`config.mk`:
```
export PLATFORM = sky130hd
export DESIGN_NAME = pwt_timer
export DESIGN_NICKNAME = d
export VERILOG_FILES = /design/src/hw/pwt_sync.v /design/src/hw/pwt_timer.v
export VERILOG_INCLUDE_DIRS = /design/src /design/src/include
export SDC_FILE = /design/constraint.sdc
export NUM_CORES = 1
export LEC_CHECK = 0
export ABC_CLOCK_PERIOD_IN_PS = 7100
export BUFFER_PORTS_ARGS = -buffer_cell sky130_fd_sc_hd__buf_2
export CAP_MARGIN = 20
export CORE_MARGIN = 10
export CORE_UTILIZATION = 55
export DETAILED_ROUTE_END_ITERATION = 10
export PLACE_DENSITY = 0.77
export RECOVER_POWER = 50
export SLEW_MARGIN = 15
export SYNTH_ARGS = -nofsm -noshare
export SYNTH_HDL_FRONTEND = slang
export SYNTH_SLANG_ARGS = --single-unit
```
`constraint.sdc`:
```
create_clock -name core_clk -period 7.1 [get_ports core_clk]
set_clock_uncertainty 0.15 [all_clocks]
set_input_delay 1.42 -clock core_clk [delete_from_list [all_inputs] [get_ports core_clk]]
set_output_delay 1.42 -clock core_clk [all_outputs]
set_load 0.01 [all_outputs]
```
`src/include/pwt_consts.vh`:
```
/*
 * constants for the pulse-width measure and pwm timer block:
 * register byte offsets, field positions, reset values and codes.
 * assumes an apb slave with 32-bit data, one word per register.
 */
`ifndef PWT_CONSTS_VH
`define PWT_CONSTS_VH

// ----------------------------------------------------------------
// register byte offsets
// ----------------------------------------------------------------
`define PWT_OFS_TIMER3 12'h0000
`define PWT_OFS_TIMER4 12'h0004
`define PWT_OFS_MODE 12'h0008
`define PWT_OFS_EDGE 12'h000C
`define PWT_OFS_IRQ 12'h0010
`define PWT_OFS_IEN 12'h0014
`define PWT_OFS_PRESC 12'h0018

// ----------------------------------------------------------------
// mode register fields (timer_pair_b_mode_reg)
// ----------------------------------------------------------------
`define PWT_MODE_STOP3 2
`define PWT_MODE_STOP4 3
`define PWT_MODE_SRC4_LO 4
`define PWT_MODE_SRC4_HI 5
`define PWT_MODE_MEAS 6
`define PWT_MODE_PWM 7
`define PWT_MODE_SRC3 1
`define PWT_MODE_RST 8'h00

// count source codes for timer 4 (bits 5:4)
`define PWT_SRC4_T3OVF 2'h0
`define PWT_SRC4_PRESC 2'h1
`define PWT_SRC4_CNTR 2'h2
`define PWT_SRC4_T3OVF2 2'h3

// ----------------------------------------------------------------
// edge polarity register fields (edge_polarity_select_reg)
// ----------------------------------------------------------------
`define PWT_EDGE_A 2
`define PWT_EDGE_B 3
`define PWT_EDGE_MEASPIN 4
`define PWT_EDGE_RST 8'h00

// irq bits: 0 timer3, 1 timer4, 2 pin a, 3 pin b
`define PWT_IRQ_T3 0
`define PWT_IRQ_T4 1
`define PWT_IRQ_A 2
`define PWT_IRQ_B 3

`define PWT_TIMER_RST 8'hFF
`define PWT_PRESC_RST 8'h0F

`endif

```
`src/hw/pwt_sync.v`:
```
/*
 * two-flop synchroniser with edge detect on the second stage.
 * assumes the input is asynchronous to core_clk.
 */
`timescale 1ns/1ps
`default_nettype none

module pwt_sync (
    input wire core_clk,
    input wire srst,
    input wire asyncIn,
    output wire syncLevel,
    output wire syncRise,
    output wire syncFall
);

// ----------------------------------------------------------------
// synchroniser stages
// ----------------------------------------------------------------
reg stage1;
reg stage2;
reg stage3;

// stage1 is read only by stage2, to contain metastability
always @(posedge core_clk) begin
    if (srst) begin
        stage1 <= 1'b0;
        stage2 <= 1'b0;
        stage3 <= 1'b0;
    end else begin
        stage1 <= asyncIn;
        stage2 <= stage1;
        stage3 <= stage2;
    end
end

assign syncLevel = stage2;
assign syncRise = stage2 & ~stage3;
assign syncFall = ~stage2 & stage3;

endmodule // pwt_sync

`default_nettype wire

```
`src/hw/pwt_timer.v`:
```
/*
 * timer pair b: two 8-bit down counters with reload latches,
 * external pulse width measurement on timer 4 and pwm out of
 * timers 3 and 4, plus overflow and pin-edge request bits.
 * assumes an apb master on core_clk; counter pins are async.
 */
// Our own choices: the address map and the APB interface to the registers.
//
// Contract
// RL1: with stop bit clear, timer decrements by one per count source.
// RL2: stop bits reset to 0; counter pin not source; measure mode off.
// RL3: on overflow timer loads latch value minus one.
// RL4: edge register bit picks high or low level as measuring period.
// RL5: pulse width equals initial value minus stopped count.
// RL6: software rewrites initial value before each new measurement.
// RL7: timer overflow sets its request bit; enable bit gates acceptance.
// RL8: counter pin active edge sets its request bit; enable gates it.
// RL9: measurement ends at closing pin edge or software stop write.
// RL10: software stops timer 4, configures, writes value, then starts.
// RL11: level bit 0 counts while pulse high, 1 while low.
// RL12: software never counts timer 4 from its own measured pin.
// RL13: pwm mode uses timers 3 and 4 to drive pwm output pin.
// RL14: after reset timers count but pwm output stays low.
// RL15: pwm start: output low, timer 3 counts, timer 4 stopped.
// RL16: timer 3 overflow: output high, timer 3 stops, timer 4 runs.
// RL17: timer 4 overflow: output low, timer 3 runs, timer 4 stops.
// RL18: timer 3 value sets low width, timer 4 value high width.
// RL19: pwm counting continues until software sets the stop bit.
// RL20: software sets pwm bit first; timer 4 not fed by timer 3.
// RL21: pwm write to running timer updates latch only, else both.
// RL22: counter pins are synchronised before edge or level use.
`timescale 1ns/1ps
`default_nettype none
`include "pwt_consts.vh"

module pwt_timer #(
    parameter WIDTH = 8
) (
    input wire core_clk,
    input wire srst,
    input wire psel,
    input wire penable,
    input wire pwrite,
    input wire [11:0] paddr,
    input wire [31:0] pwdata,
    output reg [31:0] prdata,
    output wire pready,
    output wire pslverr,
    input wire counter_pin_a,
    input wire counter_pin_b,
    output reg pwm_output_pin,
    output wire [3:0] irqPending
);

// ----------------------------------------------------------------
// pin synchronisers
// ----------------------------------------------------------------
wire pinA;
wire pinARise;
wire pinAFall;
wire pinB;
wire pinBRise;
wire pinBFall;

// RL22 pin synchronisers
pwt_sync syncA (
    .core_clk(core_clk),
    .srst(srst),
    .asyncIn(counter_pin_a),
    .syncLevel(pinA),
    .syncRise(pinARise),
    .syncFall(pinAFall)
);

pwt_sync syncB (
    .core_clk(core_clk),
    .srst(srst),
    .asyncIn(counter_pin_b),
    .syncLevel(pinB),
    .syncRise(pinBRise),
    .syncFall(pinBFall)
);

// ----------------------------------------------------------------
// registers
// ----------------------------------------------------------------
reg [WIDTH-1:0] timer3;
reg [WIDTH-1:0] timer4;
reg [WIDTH-1:0] latch3;
reg [WIDTH-1:0] latch4;
reg [7:0] timer_pair_b_mode_reg;
reg [7:0] edge_polarity_select_reg;
reg [3:0] irqReq;
reg [3:0] irqEn;
reg [7:0] prescDiv;
reg [7:0] prescCnt;
reg pwmPhaseHigh;
reg pwmActive;
reg measArmed;

wire busWrite = psel & penable & pwrite;
wire wrT3 = busWrite & (paddr == `PWT_OFS_TIMER3);
wire wrT4 = busWrite & (paddr == `PWT_OFS_TIMER4);
wire wrMode = busWrite & (paddr == `PWT_OFS_MODE);
wire pwmMode = timer_pair_b_mode_reg[`PWT_MODE_PWM];
wire measMode = timer_pair_b_mode_reg[`PWT_MODE_MEAS];
wire stop3 = timer_pair_b_mode_reg[`PWT_MODE_STOP3];
wire stop4 = timer_pair_b_mode_reg[`PWT_MODE_STOP4];
wire [1:0] src4 = timer_pair_b_mode_reg[`PWT_MODE_SRC4_HI:`PWT_MODE_SRC4_LO];

// ----------------------------------------------------------------
// count sources
// ----------------------------------------------------------------
// prescaler tick is the internal clock source shared by both timers
wire prescTick = (prescCnt == 8'h00);

always @(posedge core_clk) begin
    if (srst) begin
        prescCnt <= `PWT_PRESC_RST;
    end else if (prescTick) begin
        prescCnt <= prescDiv;
    end else begin
        prescCnt <= prescCnt - 8'h01;
    end
end

// active edge of each pin: 1 rising, 0 falling
wire edgeA = edge_polarity_select_reg[`PWT_EDGE_A] ? pinARise : pinAFall;
wire edgeB = edge_polarity_select_reg[`PWT_EDGE_B] ? pinBRise : pinBFall;

// RL2 reset source is prescaler, not a counter pin
wire tick3 = timer_pair_b_mode_reg[`PWT_MODE_SRC3] ? edgeB : prescTick;

// measured pin and its level select
wire measPin = edge_polarity_select_reg[`PWT_EDGE_MEASPIN] ? pinB : pinA;
wire measLowSel = edge_polarity_select_reg[`PWT_EDGE_MEASPIN] ?
    edge_polarity_select_reg[`PWT_EDGE_B] : edge_polarity_select_reg[`PWT_EDGE_A];
wire measPinRise = edge_polarity_select_reg[`PWT_EDGE_MEASPIN] ? pinBRise : pinARise;
wire measPinFall = edge_polarity_select_reg[`PWT_EDGE_MEASPIN] ? pinBFall : pinAFall;

// RL4 RL11 level gate: 0 counts while high, 1 while low
wire measGate = measLowSel ? ~measPin : measPin;
// RL9 closing edge of the selected level
wire measClose = measLowSel ? measPinRise : measPinFall;

// timer 3 overflow feeds the timer 4 source mux, so it is declared first
wire ovf3;
reg tick4Raw;
always @* begin
    case (src4)
        `PWT_SRC4_PRESC: tick4Raw = prescTick;
        `PWT_SRC4_CNTR: tick4Raw = edgeB;
        default: tick4Raw = ovf3;
    endcase
end

// ----------------------------------------------------------------
// run enables and overflows
// ----------------------------------------------------------------
// RL15 RL16 RL17 pwm alternates which timer runs
wire run3 = ~stop3 & (~pwmActive | ~pwmPhaseHigh);
wire run4Base = ~stop4 & (~pwmActive | pwmPhaseHigh);
// measurement gates timer 4 with the selected pulse level
wire run4 = run4Base & (~measMode | (measArmed & measGate));
assign ovf3 = run3 & tick3 & (timer3 == {WIDTH{1'b0}});
wire ovf4 = run4 & tick4Raw & (timer4 == {WIDTH{1'b0}});

// ----------------------------------------------------------------
// timer 3
// ----------------------------------------------------------------
// RL21 pwm write to a running timer only hits the latch
wire load3 = wrT3 & ~(pwmActive & run3);
wire load4 = wrT4 & ~(pwmActive & run4Base);

always @(posedge core_clk) begin
    if (srst) begin
        timer3 <= `PWT_TIMER_RST;
        latch3 <= `PWT_TIMER_RST;
    end else begin
        if (wrT3) begin
            latch3 <= pwdata[WIDTH-1:0];
        end
        if (load3) begin
            timer3 <= pwdata[WIDTH-1:0];
        end else if (ovf3) begin
            // RL3 reload latch minus one
            timer3 <= latch3 - {{(WIDTH-1){1'b0}}, 1'b1};
        end else if (run3 & tick3) begin
            // RL1 decrement by one
            timer3 <= timer3 - {{(WIDTH-1){1'b0}}, 1'b1};
        end
    end
end

// ----------------------------------------------------------------
// timer 4
// ----------------------------------------------------------------
always @(posedge core_clk) begin
    if (srst) begin
        timer4 <= `PWT_TIMER_RST;
        latch4 <= `PWT_TIMER_RST;
    end else begin
        if (wrT4) begin
            latch4 <= pwdata[WIDTH-1:0];
        end
        if (load4) begin
            timer4 <= pwdata[WIDTH-1:0];
        end else if (ovf4) begin
            // RL3 reload latch minus one
            timer4 <= latch4 - {{(WIDTH-1){1'b0}}, 1'b1};
        end else if (run4 & tick4Raw) begin
            // RL1 RL5 count kept when stopped gives the width
            timer4 <= timer4 - {{(WIDTH-1){1'b0}}, 1'b1};
        end
    end
end

// ----------------------------------------------------------------
// measurement arm and pwm sequencer
// ----------------------------------------------------------------
// arm when timer 4 starts; disarm at the closing edge so the count holds
always @(posedge core_clk) begin
    if (srst) begin
        measArmed <= 1'b0;
    end else if (wrMode & ~pwdata[`PWT_MODE_STOP4] & pwdata[`PWT_MODE_MEAS]) begin
        measArmed <= 1'b1;
    end else if (measMode & measArmed & measClose) begin
        // RL9 closing edge ends counting
        measArmed <= 1'b0;
    end
end

// RL13 RL14 pwm waveform only while pwm mode is selected
always @(posedge core_clk) begin
    if (srst) begin
        pwmActive <= 1'b0;
        pwmPhaseHigh <= 1'b0;
        pwm_output_pin <= 1'b0;
    end else if (~pwmMode) begin
        pwmActive <= 1'b0;
        pwmPhaseHigh <= 1'b0;
        pwm_output_pin <= 1'b0;
    end else begin
        pwmActive <= 1'b1;
        if (~pwmActive) begin
            // RL15 start low with timer 3 running
            pwmPhaseHigh <= 1'b0;
            pwm_output_pin <= 1'b0;
        end else if (ovf3 & ~pwmPhaseHigh) begin
            // RL16 RL18 low phase over
            pwmPhaseHigh <= 1'b1;
            pwm_output_pin <= 1'b1;
        end else if (ovf4 & pwmPhaseHigh) begin
            // RL17 RL18 high phase over
            pwmPhaseHigh <= 1'b0;
            pwm_output_pin <= 1'b0;
        end
    end
end

// ----------------------------------------------------------------
// software registers
// ----------------------------------------------------------------
// RL2 RL19 stop bits reset clear; counting holds once set
always @(posedge core_clk) begin
    if (srst) begin
        timer_pair_b_mode_reg <= `PWT_MODE_RST;
        edge_polarity_select_reg <= `PWT_EDGE_RST;
        irqEn <= 4'h0;
        prescDiv <= `PWT_PRESC_RST;
    end else if (busWrite) begin
        case (paddr)
            `PWT_OFS_MODE: timer_pair_b_mode_reg <= pwdata[7:0];
            `PWT_OFS_EDGE: edge_polarity_select_reg <= pwdata[7:0];
            `PWT_OFS_IEN: irqEn <= pwdata[3:0];
            `PWT_OFS_PRESC: prescDiv <= pwdata[7:0];
            default: prescDiv <= prescDiv;
        endcase
    end
end

// RL7 RL8 request bits; set wins over write-one-to-clear
wire [3:0] irqSet = {edgeB, edgeA, ovf4, ovf3};
wire [3:0] irqClr = (busWrite & (paddr == `PWT_OFS_IRQ)) ? pwdata[3:0] : 4'h0;

always @(posedge core_clk) begin
    if (srst) begin
        irqReq <= 4'h0;
    end else begin
        irqReq <= (irqReq & ~irqClr) | irqSet;
    end
end

// enable gates acceptance only, the request bit records regardless
assign irqPending = irqReq & irqEn;

// ----------------------------------------------------------------
// apb read path
// ----------------------------------------------------------------
wire mapped = (paddr == `PWT_OFS_TIMER3) | (paddr == `PWT_OFS_TIMER4) |
    (paddr == `PWT_OFS_MODE) | (paddr == `PWT_OFS_EDGE) | (paddr == `PWT_OFS_IRQ) |
    (paddr == `PWT_OFS_IEN) | (paddr == `PWT_OFS_PRESC);

// zero wait states; unmapped addresses answer with an error
assign pready = 1'b1;
assign pslverr = psel & penable & ~mapped;

// read data registered in setup so it stands through the access phase
always @(posedge core_clk) begin
    if (srst) begin
        prdata <= 32'h0000_0000;
    end else if (psel & ~penable & ~pwrite) begin
        case (paddr)
            `PWT_OFS_TIMER3: prdata <= {{(32-WIDTH){1'b0}}, timer3};
            `PWT_OFS_TIMER4: prdata <= {{(32-WIDTH){1'b0}}, timer4};
            `PWT_OFS_MODE: prdata <= {24'h00_0000, timer_pair_b_mode_reg};
            `PWT_OFS_EDGE: prdata <= {24'h00_0000, edge_polarity_select_reg};
            `PWT_OFS_IRQ: prdata <= {28'h000_0000, irqReq};
            `PWT_OFS_IEN: prdata <= {28'h000_0000, irqEn};
            `PWT_OFS_PRESC: prdata <= {24'h00_0000, prescDiv};
            default: prdata <= 32'h0000_0000;
        endcase
    end
end

endmodule // pwt_timer

`default_nettype wire

```
# Yosys cells after proc, flatten, opt, wreduce, memory -nomap -nowiden
# Index checks and enable logic that the tools add are counted.
[word_totals]
reg_bits = 113
in_bits = 51
output_inout_bits = 39
word_cells = 131
[op_classes]
add_sub_neg = 5
n_eq_ne = 8
n_mux = 24
bitwise = 61
n_reduce_logical = 13
[op_table]
columns = ["op", "count"]
rows = [
  ["$mux 8", 7],
  ["$pmux 8 s7", 1],
  ["$sub 8x1->8 const B", 5],
  ["$eq 12x5->1 const B", 3],
  ["$and 1x1->1", 31],
  ["$eq 12x4->1 const B", 2],
  ["$logic_not 8->1", 3],
  ["$not 1->1", 17],
  ["$mux 1", 14],
  ["$eq 12x3->1 const B", 1],
  ["$logic_not 12->1", 1],
  ["$or 1x1->1", 9],
  ["$and 4x4->4", 2],
  ["$reduce_and 2->1", 4],
  ["$reduce_bool 3->1", 2],
  ["$mux 4", 1],
  ["$not 4->4", 1],
  ["$or 4x4->4", 1],
  ["$reduce_bool 2->1", 2],
  ["$reduce_or 3->1", 1],
  ["$eq 2x1->1 const B", 1],
  ["$eq 2x2->1 const B", 1],
  ["$pmux 1 s2", 1],
]

# Longest topological paths before layout
# Gate-level depths: netlist of the first run.
[logic_depth]
ltp_word = 12
mapped_depth = 14

# Hierarchy
# From an unflattened synthesis of the first run, not the netlist that was laid out.
[unflattened]
hier_cells = 575
hier_area_um2 = 4792.1
[by_module_without_submodules]
columns = ["module", "n_inst", "cells_each", "area_per_inst_um2", "seq_area_each_um2"]
rows = [
  ["pwt_timer", 1, 559, 4609.4, 1661.6],
  ["pwt_sync", 2, 8, 91.3, 60.1],
]

# Least setup slack after synthesis of the first run
# Ideal clock, no wire load.
[synth_timing]
path_kind = "input -> output"
from = "input port paddr[5]"
to = "output port pslverr"
arrival_ps = 2674
setup_slack_ps = 2856
path_stages = 5
path_cell_list = "or3_1 > nor3_1 > nand2_1 > a31o_2 > and3_1"
[synth_via]
elab_chain_len = 9
elab_cells_between_ends = 15
classes_between = "6 x eq/ne; 8 x bitwise; 1 x reduce/logical"
[synth_rtl]
columns = ["element", "line_no", "text"]
rows = [
  ["start, declared", "pwt_timer.v:44", "input wire [11:0] paddr,"],
  ["$eq 12x3->1 or $logic_not 12->1 (tied branches)", "-", ""],
  ["$or 1x1->1 (5 in series)", "pwt_timer.v:300", "wire mapped = (paddr == `PWT_OFS_TIMER3) | (paddr == `PWT_OFS_TIMER4) |"],
  ["$or 1x1->1 *", "pwt_timer.v:300", ""],
  ["$not 1->1 *", "pwt_timer.v:306", "assign pslverr = psel & penable & ~mapped;"],
  ["$and 1x1->1 *", "pwt_timer.v:306", ""],
  ["end, declared", "pwt_timer.v:48", "output wire pslverr,"],
]
# Every way passes the cells marked *; elsewhere a longest branch is shown, timed or not.

==> results of run 1 <==
==> layout by cell type, fill, tap and decap left out, drive strengths merged, types with 4 or more instances in the layout <==
master  count
xor2        6
buf        31
o21ai      26
a311oi      5
a211oi      8
or2         6
mux2i      11
a211o      17
nand3      10
a21oi      57
nand3b      9
nor3b       4
nand2b      9
conb       25
clkbuf     23
or3         7
nor2       49
ha          6
and3       10
inv        17
or4         6
nor3       13
nand2      79
and2       10
a221oi      4
a22oi       9
dfxtp      89
o31ai       4
a21o        7
nor2b      14
a222oi      6
nor4        8
==> power breakdown <==
group	internal (uW)	switching [uW]	total, uW
clock network	173	191	363
logic	16.6	39.1	55.7
registers	503	2.59	506
total	692	232	925
==> layout make-up <==
type / instances / area share [%]
sequential: 89 / 35.1
clock buffer: 10 / 2.71
tap: 105 / 2.59
timing repair buffer: 44 / 4.14
clock inverter: 6 / 1.31
inverter: 16 / 1.18
multi-input combinational: 458 / 53.0
==> stage by stage <==
stage / hold slack [ns] / utilization, % / total power, uW / area [um^2]
after floorplan: 0.264 / - / 560 / 4840
after global placement: 0.275 / 58.8 / 569 / 4880
after detailed placement: 0.274 / 58.8 / 571 / 4880
after CTS: 0.294 / 61.3 / 923 / 5090
after global routing: 0.304 / 61.2 / 950 / 5080
final: 0.292 / 61.2 / 925 / 5080
==> final timing paths <==
path / startpoint / end / slack, ns / depth (start not counted)
hold / removal: syncA.stage1 / syncA.syncLevel / 0.29 / 1
setup reg to reg: timer3[0] / timer4[6] / 2.88 / 12
hold reg to reg: syncA.stage1 / syncA.syncLevel / 0.29 / 1
setup / recovery: srst / prdata[5] / 2.22 / 4
==> worst reg2reg max path, delay by kind of cell, from the launching register on <==
kind | cells | cell delay, ns
AND/OR/NAND/NOR | 4 | 1.60
adder cells (fa/ha/maj) | 1 | 0.28
flip-flops | 1 | 0.38
multiplexers | 1 | 0.12
AO/OA/AOI/OAI | 6 | 1.55
==> routing by layer <==
metal  up-vias  part of all wire (%)  GRT usage, %
li1       2128                     -             -
met1      2097                    42          25.3
met2       204                    47          32.9
met3        27                   8.8          5.23
met4         0                   2.1          6.60
met5         -                     0             0
==> kinds of logic after synthesis <==
group                    count (synthesis)  share of synthesized area (%)
AO/OA/AOI/OAI                          164                           23.2
flip-flops                              89                           37.4
adder cells (fa/ha/maj)                  6                           1.58
XOR/XNOR                                 9                           1.66
multiplexers                            11                           2.31
buffers and inverters                   71                           7.91
other                                    2                          0.158
AND/OR/NAND/NOR                        243                           25.7
==> key figures, run 1 <==
Floorplanning
  – DIE WIDTH: 113 um
  – Die H: 113 um
  – Row count: 33
  – # IOs: 90
  – Core Region: 8300 um^2
  – Die area: 12,800 um^2
  – Initial Util: 57.3%

Detailed routing
  – Mean routed wirelength per cell: 18.2 um
  – DR DRC count: 0
  – Starting DRT DRC Count: 456
  – DRT antenna net count: 0
  – Routed via count: 4,456
  – WL final: 13,200 um
  – Via/cell ratio: 6.12
  – Drt pass-1 iters: 5

Worst setup path
  – Critical-path cell list: buf_2 > clkbuf_1 > nor2_1 > a21o_1
  – CP endpoint kind: flop
  – Startpoint types: primary input
  – Critical-path cell with the highest stage delay: clkbuf_1
  – Critical path buffers and inverters: 2
  – Crit path required time: 7.22 ns
  – CP peak stage delay: 2.59 ns
  – Critical path class: primary input to flop
  – Worst-path maximum fanout: 87
  – Crit path DAT: 5.00 ns
  – Critical path's top delay family: buffers and inverters

Timing
  – PnR worst setup slack: 2.22 ns
  – Sum of negative setup slack: 0 ns
  – Slew Limit Fails: 88
  – Final setup fails: 0
  – Fin. Hold Viols: 0
  – Max_slew headroom: -146%
  – Tmin final: 4.88 ns
  – Slew @ Worst Pin: 3.68 ns
  – Fmax: 0.205 GHz
  – Final Cycle Share: 68.8%
  – RSZ-0062 raised after global routing: no

CTS
  – Resized Gates After CTS: 0
  – Clk root buf: clkbuf_8
  – CTS H-tree lvls: 3
  – Clk buf depth: 2
  – Hold-fix buffers, CTS: 0
  – Clk slew on worst S/H paths: 0.09 ns
  – Skew-Pair Late Insertion Delay: 0.38 ns
  – # Post-CTS Setup Buffers: 0
  – Total CTS buffers: 9
  – TritonCTS clock tree: done
  – CTS Sinks: 89

Pwr
  – Power density cells: 182 nW/um^2
  – Leakage power: 0.00188 uW
  – Max IR drop VDD: 0.106 mV

Global route
  – Gr usage total: 20.1%
  – Largest net degree at the start of global routing: 88
  – First-pass GRT wire length: 21,300 um
  – Remaining Overflow, GRT: 0
  – Number of global-route vias before repair: 4,189
  – Initial antenna violation count: 0

Status
  – Status: finished, violations left
  – Failing checks: capacitance limit, slew limit

Finish
  – Layout area overhead: 6.73%
  – Area of the multi-input gates: 2690 um^2
  – Share of cells above drive strength 1: 9.95%
  – Fin nets: 675
  – Ant diodes: 0
  – Finished Layout Cells: 728
  – Seq. cell area: 1780 um^2
  – Fillcell total: 755

Synthesis
  – Synth top area cells: dfxtp_1 37%, nand2_1 6.2%, a21oi_1 6.0%, buf_4 3.9%, nor2_1 3.9%
  – Sequential area share after synthesis: 37.4%
  – Seq cells post-synth: 89
  – Synth unique cells: 59
  – Post-synth EDFFs: 0
  – Most instantiated library cell after synthesis: dfxtp_1
  – Avg Synthesized Cell Area: 8.00 um^2
  – Most frequent cells after synthesis: 89 x dfxtp_1, 79 x nand2_1, 57 x a21oi_1
  – Count of synthesis-stage warnings from yosys: 0
  – Area leader, netlist: dfxtp_1
  – Synthesized instance count: 595
  – Mapped Area: 4760 um^2
  – Most used DFF post-synth: dfxtp_1
  – Synth top area share: 37.4%
  – Post-synth ARST share: 0%

Job
  – Max-cap violations: 1

Placed design
  – Pre-CTS setup slack: 2.50 ns
  – GPL Wtd Cong: 0.929
  – Placed Cells: 711
  – Hpwl dp: 9520 um
  – Port Buffers: 40

Hold path
  – Worst min-delay path category: flop to flop
Note: power is estimated with default switching activity, not from simulation.
==> run 2: changes to the inputs <==
ABC_CLOCK_PERIOD_IN_PS = 4300   (was 7100)
CORE_UTILIZATION = 50   (was 55)
PLACE_DENSITY = 0.74   (was 0.77)
clock period = 4.3 ns   (was 7.1 ns; I/O delays follow)
==> key figures, run 2 (synthesized netlist as in run 1, its figures left out) <==
Finish
  – Fillcell total: 903
  – Share of cells above drive strength 1: 10.3%
  – Ant diodes: 0
  – Fin nets: 681
  – Layout area overhead: 7.63%
  – Commonest cells after routing, fill and taps aside: 89 x dfxtp_1, 79 x nand2_1, 57 x a21oi_1, 49 x nor2_1, 28 x buf_2
  – Commonest non-fill, non-tap cell in the layout: dfxtp_1

Floorplanning
  – Core Region: 9240 um^2
  – Die H: 118 um
  – Die area: 13,800 um^2
  – DIE WIDTH: 118 um
  – Initial Util: 51.5%
  – Row count: 35
  – # IOs: 90

CTS
  – TritonCTS clock tree: done
  – Clk slew on worst S/H paths: 0.09 ns
  – Clk root buf: clkbuf_8
  – Clk buf depth: 2
  – Skew-Pair Late Insertion Delay: 0.37 ns
  – CTS Sinks: 89
  – Hold-fix buffers, CTS: 0
  – Resized Gates After CTS: 0
  – CTS H-tree lvls: 3
  – Total CTS buffers: 9
  – # Post-CTS Setup Buffers: 0

Detailed routing
  – DR DRC count: 0
  – Routed via count: 4,477
  – DRT antenna net count: 0
  – Starting DRT DRC Count: 453
  – Drt pass-1 iters: 5
  – WL final: 13,600 um
  – Mean routed wirelength per cell: 17.9 um
  – Via/cell ratio: 5.91

Worst setup path
  – R2R Path End: timer4[6]
  – Register-to-register setup slack: 0.50 ns
  – CP endpoint kind: flop
  – Worst-path maximum fanout: 6
  – Critical path startpoint: timer3[0]
  – R2r startpoint: timer3[0]
  – Crit path DAT: 3.91 ns
  – Critical path buffers and inverters: 0
  – Critical path class: flop to flop
  – Critical path's top delay family: simple AND/OR/NAND/NOR gates
  – Startpoint types: flop
  – CP peak stage delay: 0.60 ns
  – Crit path required time: 4.41 ns
  – Critical-path cell with the highest stage delay: or4_4
  – Cells on worst reg2reg path: 12
  – Critical-path cell list: or4_4 > or4_4 > a211oi_4 > o2111ai_2 > nor2_1 > a21oi_1 > ha_1 > o311a_1 > o32a_1 > mux2i_1 > nor2_1 > a211o_1

Timing
  – Final Cycle Share: 88.5%
  – Max_slew headroom: -60.2%
  – Fin. Hold Viols: 0
  – Slew @ Worst Pin: 2.40 ns
  – Final setup fails: 0
  – Tmin final: 3.80 ns
  – PnR worst setup slack: 0.496 ns
  – Fmax: 0.263 GHz
  – Slew Limit Fails: 59
  – RSZ-0062 raised after global routing: no
  – Sum of negative setup slack: 0 ns

Placed design
  – Port Buffers: 40
  – Pre-CTS setup slack: 0.542 ns
  – GPL Wtd Cong: 0.961
  – Hpwl dp: 9950 um

Global route
  – Number of global-route vias before repair: 4,182
  – Gr usage total: 19.0%
  – Initial antenna violation count: 0
  – First-pass GRT wire length: 21,900 um
  – Remaining Overflow, GRT: 0
  – Largest net degree at the start of global routing: 59

Pwr
  – Power density cells: 285 nW/um^2
  – Max IR drop VDD: 0.149 mV
  – Leakage power: 0.00189 uW

Hold path
  – Worst hold start: syncA.stage1
  – Hold Path End: syncA.syncLevel
  – Worst min-delay path category: flop to flop
  – Worst hold stages: 1

Job
  – Max-cap violations: 1

Status
  – Failing checks: capacitance limit, slew limit
  – Status: finished, violations left
## run 2: cell types whose count changed in the layout (fill, tap and decap cells not counted), sizes merged
cell | previous run | this run
bufinv | 1 | 0
clkinv | 1 | 3
buf | 31 | 36
clkinvlp | 3 | 2
inv | 17 | 18
## run 2: layout make-up
class / count / area, um^2 / area share [%]
inverter: 16 / 60.1 / 1.17
timing repair buffer: 50 / 253 / 4.94
tap: 129 / 161 / 3.15
clock buffer: 9 / 124 / 2.42
sequential: 89 / 1780 / 34.8
multi-input combinational: 458 / 2690 / 52.5
clock inverter: 7 / 55.1 / 1.08
## run 2: per-stage QoR
step           power [uW]  cell area [um^2]  hold WS, ns  std cells  util, %
2_1_floorplan         925              4840        0.264        618        -
3_3_place_gp          943              4960        0.275        742     53.7
3_5_place_dp          945              4960        0.286        742     53.7
4_1_cts              1470              5140        0.309        758     55.7
5_1_grt              1510              5120        0.329        758     55.4
6_report             1460              5120        0.299        758     55.4
## run 2: worst max path at each step
stage	to	slack [ns]	depth (start not counted)
4_1_cts	timer4[6]	0.52	12
6_report	timer4[6]	0.50	12
2_1_floorplan	timer4[6]	0.73	13
3_5_place_dp	timer4[6]	0.54	12
3_3_place_gp	timer4[6]	0.59	12
5_1_grt	timer4[6]	0.39	12
## run 2: metal layers
| layer | vias up | track usage [%] | routed length, um | part of all wire [%] |
|---|---|---|---|---|
| met3 | 26 | 5.37 | 1310 | 9.6 |
| met1 | 2097 | 23.9 | 5670 | 42 |
| li1 | 2141 | - | - | - |
| met4 | 0 | 5.80 | 308 | 2.3 |
| met5 | - | 0 | 0 | 0 |
| met2 | 213 | 30.6 | 6300 | 46 |
## run 2: power by group
part | switching (uW) | leakage [uW] | internal [uW]
registers | 4.35 | 0.000721 | 831
clock network | 317 | 0.0000862 | 215
logic | 65.8 | 0.00109 | 27.2
## run 2: worst register-to-register path, cell delays in order (launching register included)
cell and delay (ns):
dfxtp_1 0.39, or4_4 0.60, or4_4 0.54, a211oi_4 0.31
o2111ai_2 0.16, nor2_1 0.28, a21oi_1 0.13, ha_1 0.28
o311a_1 0.14, o32a_1 0.28, mux2i_1 0.13, nor2_1 0.05
a211o_1 0.25
==> run 3: changes to the inputs <==
BUFFER_PORTS_ARGS = unset   (was -buffer_cell sky130_fd_sc_hd__buf_2)
CORE_UTILIZATION = 55   (was 50)
DONT_BUFFER_PORTS = 1   (was unset)
PLACE_DENSITY = 0.71   (was 0.74)
==> key figures, run 3 (synthesized netlist as in run 1, its figures left out) <==
Finish
  – Area of the multi-input gates: 2680 um^2
  – Fin nets: 640
  – Ant diodes: 0
  – Fillcell total: 791
  – Commonest cells after routing, fill and taps aside: 89 x dfxtp_1, 79 x nand2_1, 57 x a21oi_1, 49 x nor2_1, 25 x conb_1
  – Core Util, Final: 58.9%
  – Finished Layout Cells: 693
  – Share of cells above drive strength 1: 5.78%
  – Final instance area: 4880 um^2
  – Seq. cell area: 1780 um^2
  – Layout area overhead: 2.66%
  – Commonest non-fill, non-tap cell in the layout: dfxtp_1

Global route
  – Remaining Overflow, GRT: 0
  – Number of global-route vias before repair: 4,046
  – Gr usage total: 20.1%
  – First-pass GRT wire length: 21,400 um
  – Largest net degree at the start of global routing: 88
  – Initial antenna violation count: 0

CTS
  – Hold-fix buffers, CTS: 0
  – Clk root buf: clkbuf_8
  – Total CTS buffers: 9
  – TritonCTS clock tree: done
  – # Post-CTS Setup Buffers: 0
  – Clk slew on worst S/H paths: 0.10 ns
  – Resized Gates After CTS: 0
  – Skew-Pair Late Insertion Delay: 0.36 ns
  – CTS H-tree lvls: 3
  – CTS Sinks: 89
  – Clk buf depth: 2

Worst setup path
  – Crit-path most repeated cell: nor2_1
  – Cells on worst reg2reg path: 12
  – Startpoint types: flop
  – Critical path class: flop to flop
  – Critical-path cell list: or4_1 > or4_4 > a211oi_4 > o2111ai_2 > nor2_1 > a21oi_1 > ha_1 > o311a_1 > o32a_1 > mux2i_1 > nor2_1 > a211o_1
  – Worst setup path end: timer4[6]
  – Register-to-register setup slack: 0.43 ns
  – CP peak stage delay: 0.64 ns
  – CP endpoint kind: flop
  – Crit path required time: 4.40 ns
  – R2r startpoint: timer3[0]
  – Worst-path maximum fanout: 6
  – Critical path startpoint: timer3[0]
  – Critical-path cell with the highest stage delay: or4_1
  – Crit path DAT: 3.97 ns
  – R2R Path End: timer4[6]

Detailed routing
  – WL final: 13,300 um
  – DRT antenna net count: 0
  – Routed via count: 4,284
  – Starting DRT DRC Count: 346
  – Via/cell ratio: 6.18
  – Drt pass-1 iters: 5
  – Mean routed wirelength per cell: 19.2 um
  – DR DRC count: 0

Timing
  – Final setup fails: 0
  – Slew @ Worst Pin: 0.905 ns
  – RSZ-0062 raised after global routing: no
  – Hold_ws: 0.301 ns
  – Max_slew headroom: 39.2%
  – Fmax: 0.259 GHz
  – Final Cycle Share: 89.9%
  – Sum of negative setup slack: 0 ns
  – Tmin final: 3.87 ns
  – Fin. Hold Viols: 0
  – Slew Limit Fails: 0

Job
  – Max-cap violations: 0

Floorplanning
  – Core Region: 8300 um^2
  – Die area: 12,800 um^2
  – Initial Util: 57.3%
  – Die H: 113 um
  – DIE WIDTH: 113 um
  – Row count: 33
  – # IOs: 90

Hold path
  – Worst min-delay path category: flop to flop

Placed design
  – Hpwl dp: 9510 um
  – Port Buffers: 0
  – DP Area: 4730 um^2
  – Placed Cells: 677
  – GPL Wtd Cong: 0.925

Pwr
  – Leakage power: 0.00175 uW
  – Max IR drop VDD: 0.159 mV
  – Power density cells: 291 nW/um^2

Status
  – Status: finished clean
-- run 3: how the worst min path moves through the flow --
stage / start / endpoint / depth (start not counted)
6_report: syncA.stage1 / syncA.syncLevel / 1
5_1_grt: syncB.stage1 / syncB.syncLevel / 1
4_1_cts: syncA.stage1 / syncA.syncLevel / 1
3_5_place_dp: syncA.stage1 / syncA.syncLevel / 1
3_3_place_gp: syncB.stage1 / syncB.syncLevel / 1
2_1_floorplan: syncA.stage1 / syncA.syncLevel / 1
-- run 3: cell type report --
type                       instances  area share (%)
clock inverter                     7            1.05
timing repair buffer               9            1.23
clock buffer                       9            2.54
tap                              105            2.69
multi-input combinational        458            54.8
inverter                          16            1.23
sequential                        89            36.5
-- run 3: through the flow --
stage / worst slack (ns) / power, uW
floorplan: 0.734 / 925
global placement: 0.610 / 901
detailed placement: 0.547 / 903
CTS: 0.513 / 1420
global route: 0.243 / 1470
finish: 0.433 / 1420
-- run 3: routing by layer --
| layer | track usage (%) | vias up | part of all wire, % |
|---|---|---|---|
| met5 | 0 | - | 0 |
| met4 | 5.84 | 0 | 1.6 |
| met3 | 5.49 | 22 | 10 |
| met2 | 32.6 | 194 | 47 |
| met1 | 25.4 | 2012 | 41 |
| li1 | - | 2056 | - |
-- run 3: critical path, delay by kind of cell (launching register included) --
kind	cells	cell delay, ns
and+or+nand+nor	4	1.55
AOI/OAI and AO/OA	6	1.30
DFF	1	0.37
adders and majority gates	1	0.27
muxes	1	0.12
-- run 3: power by group --
group          internal, uW  total (uW)  switching (uW)
Sequential              831         836            5.37
Combinational          17.7        48.7            31.1
Clock                   214         537             323
Total                  1060        1420             359
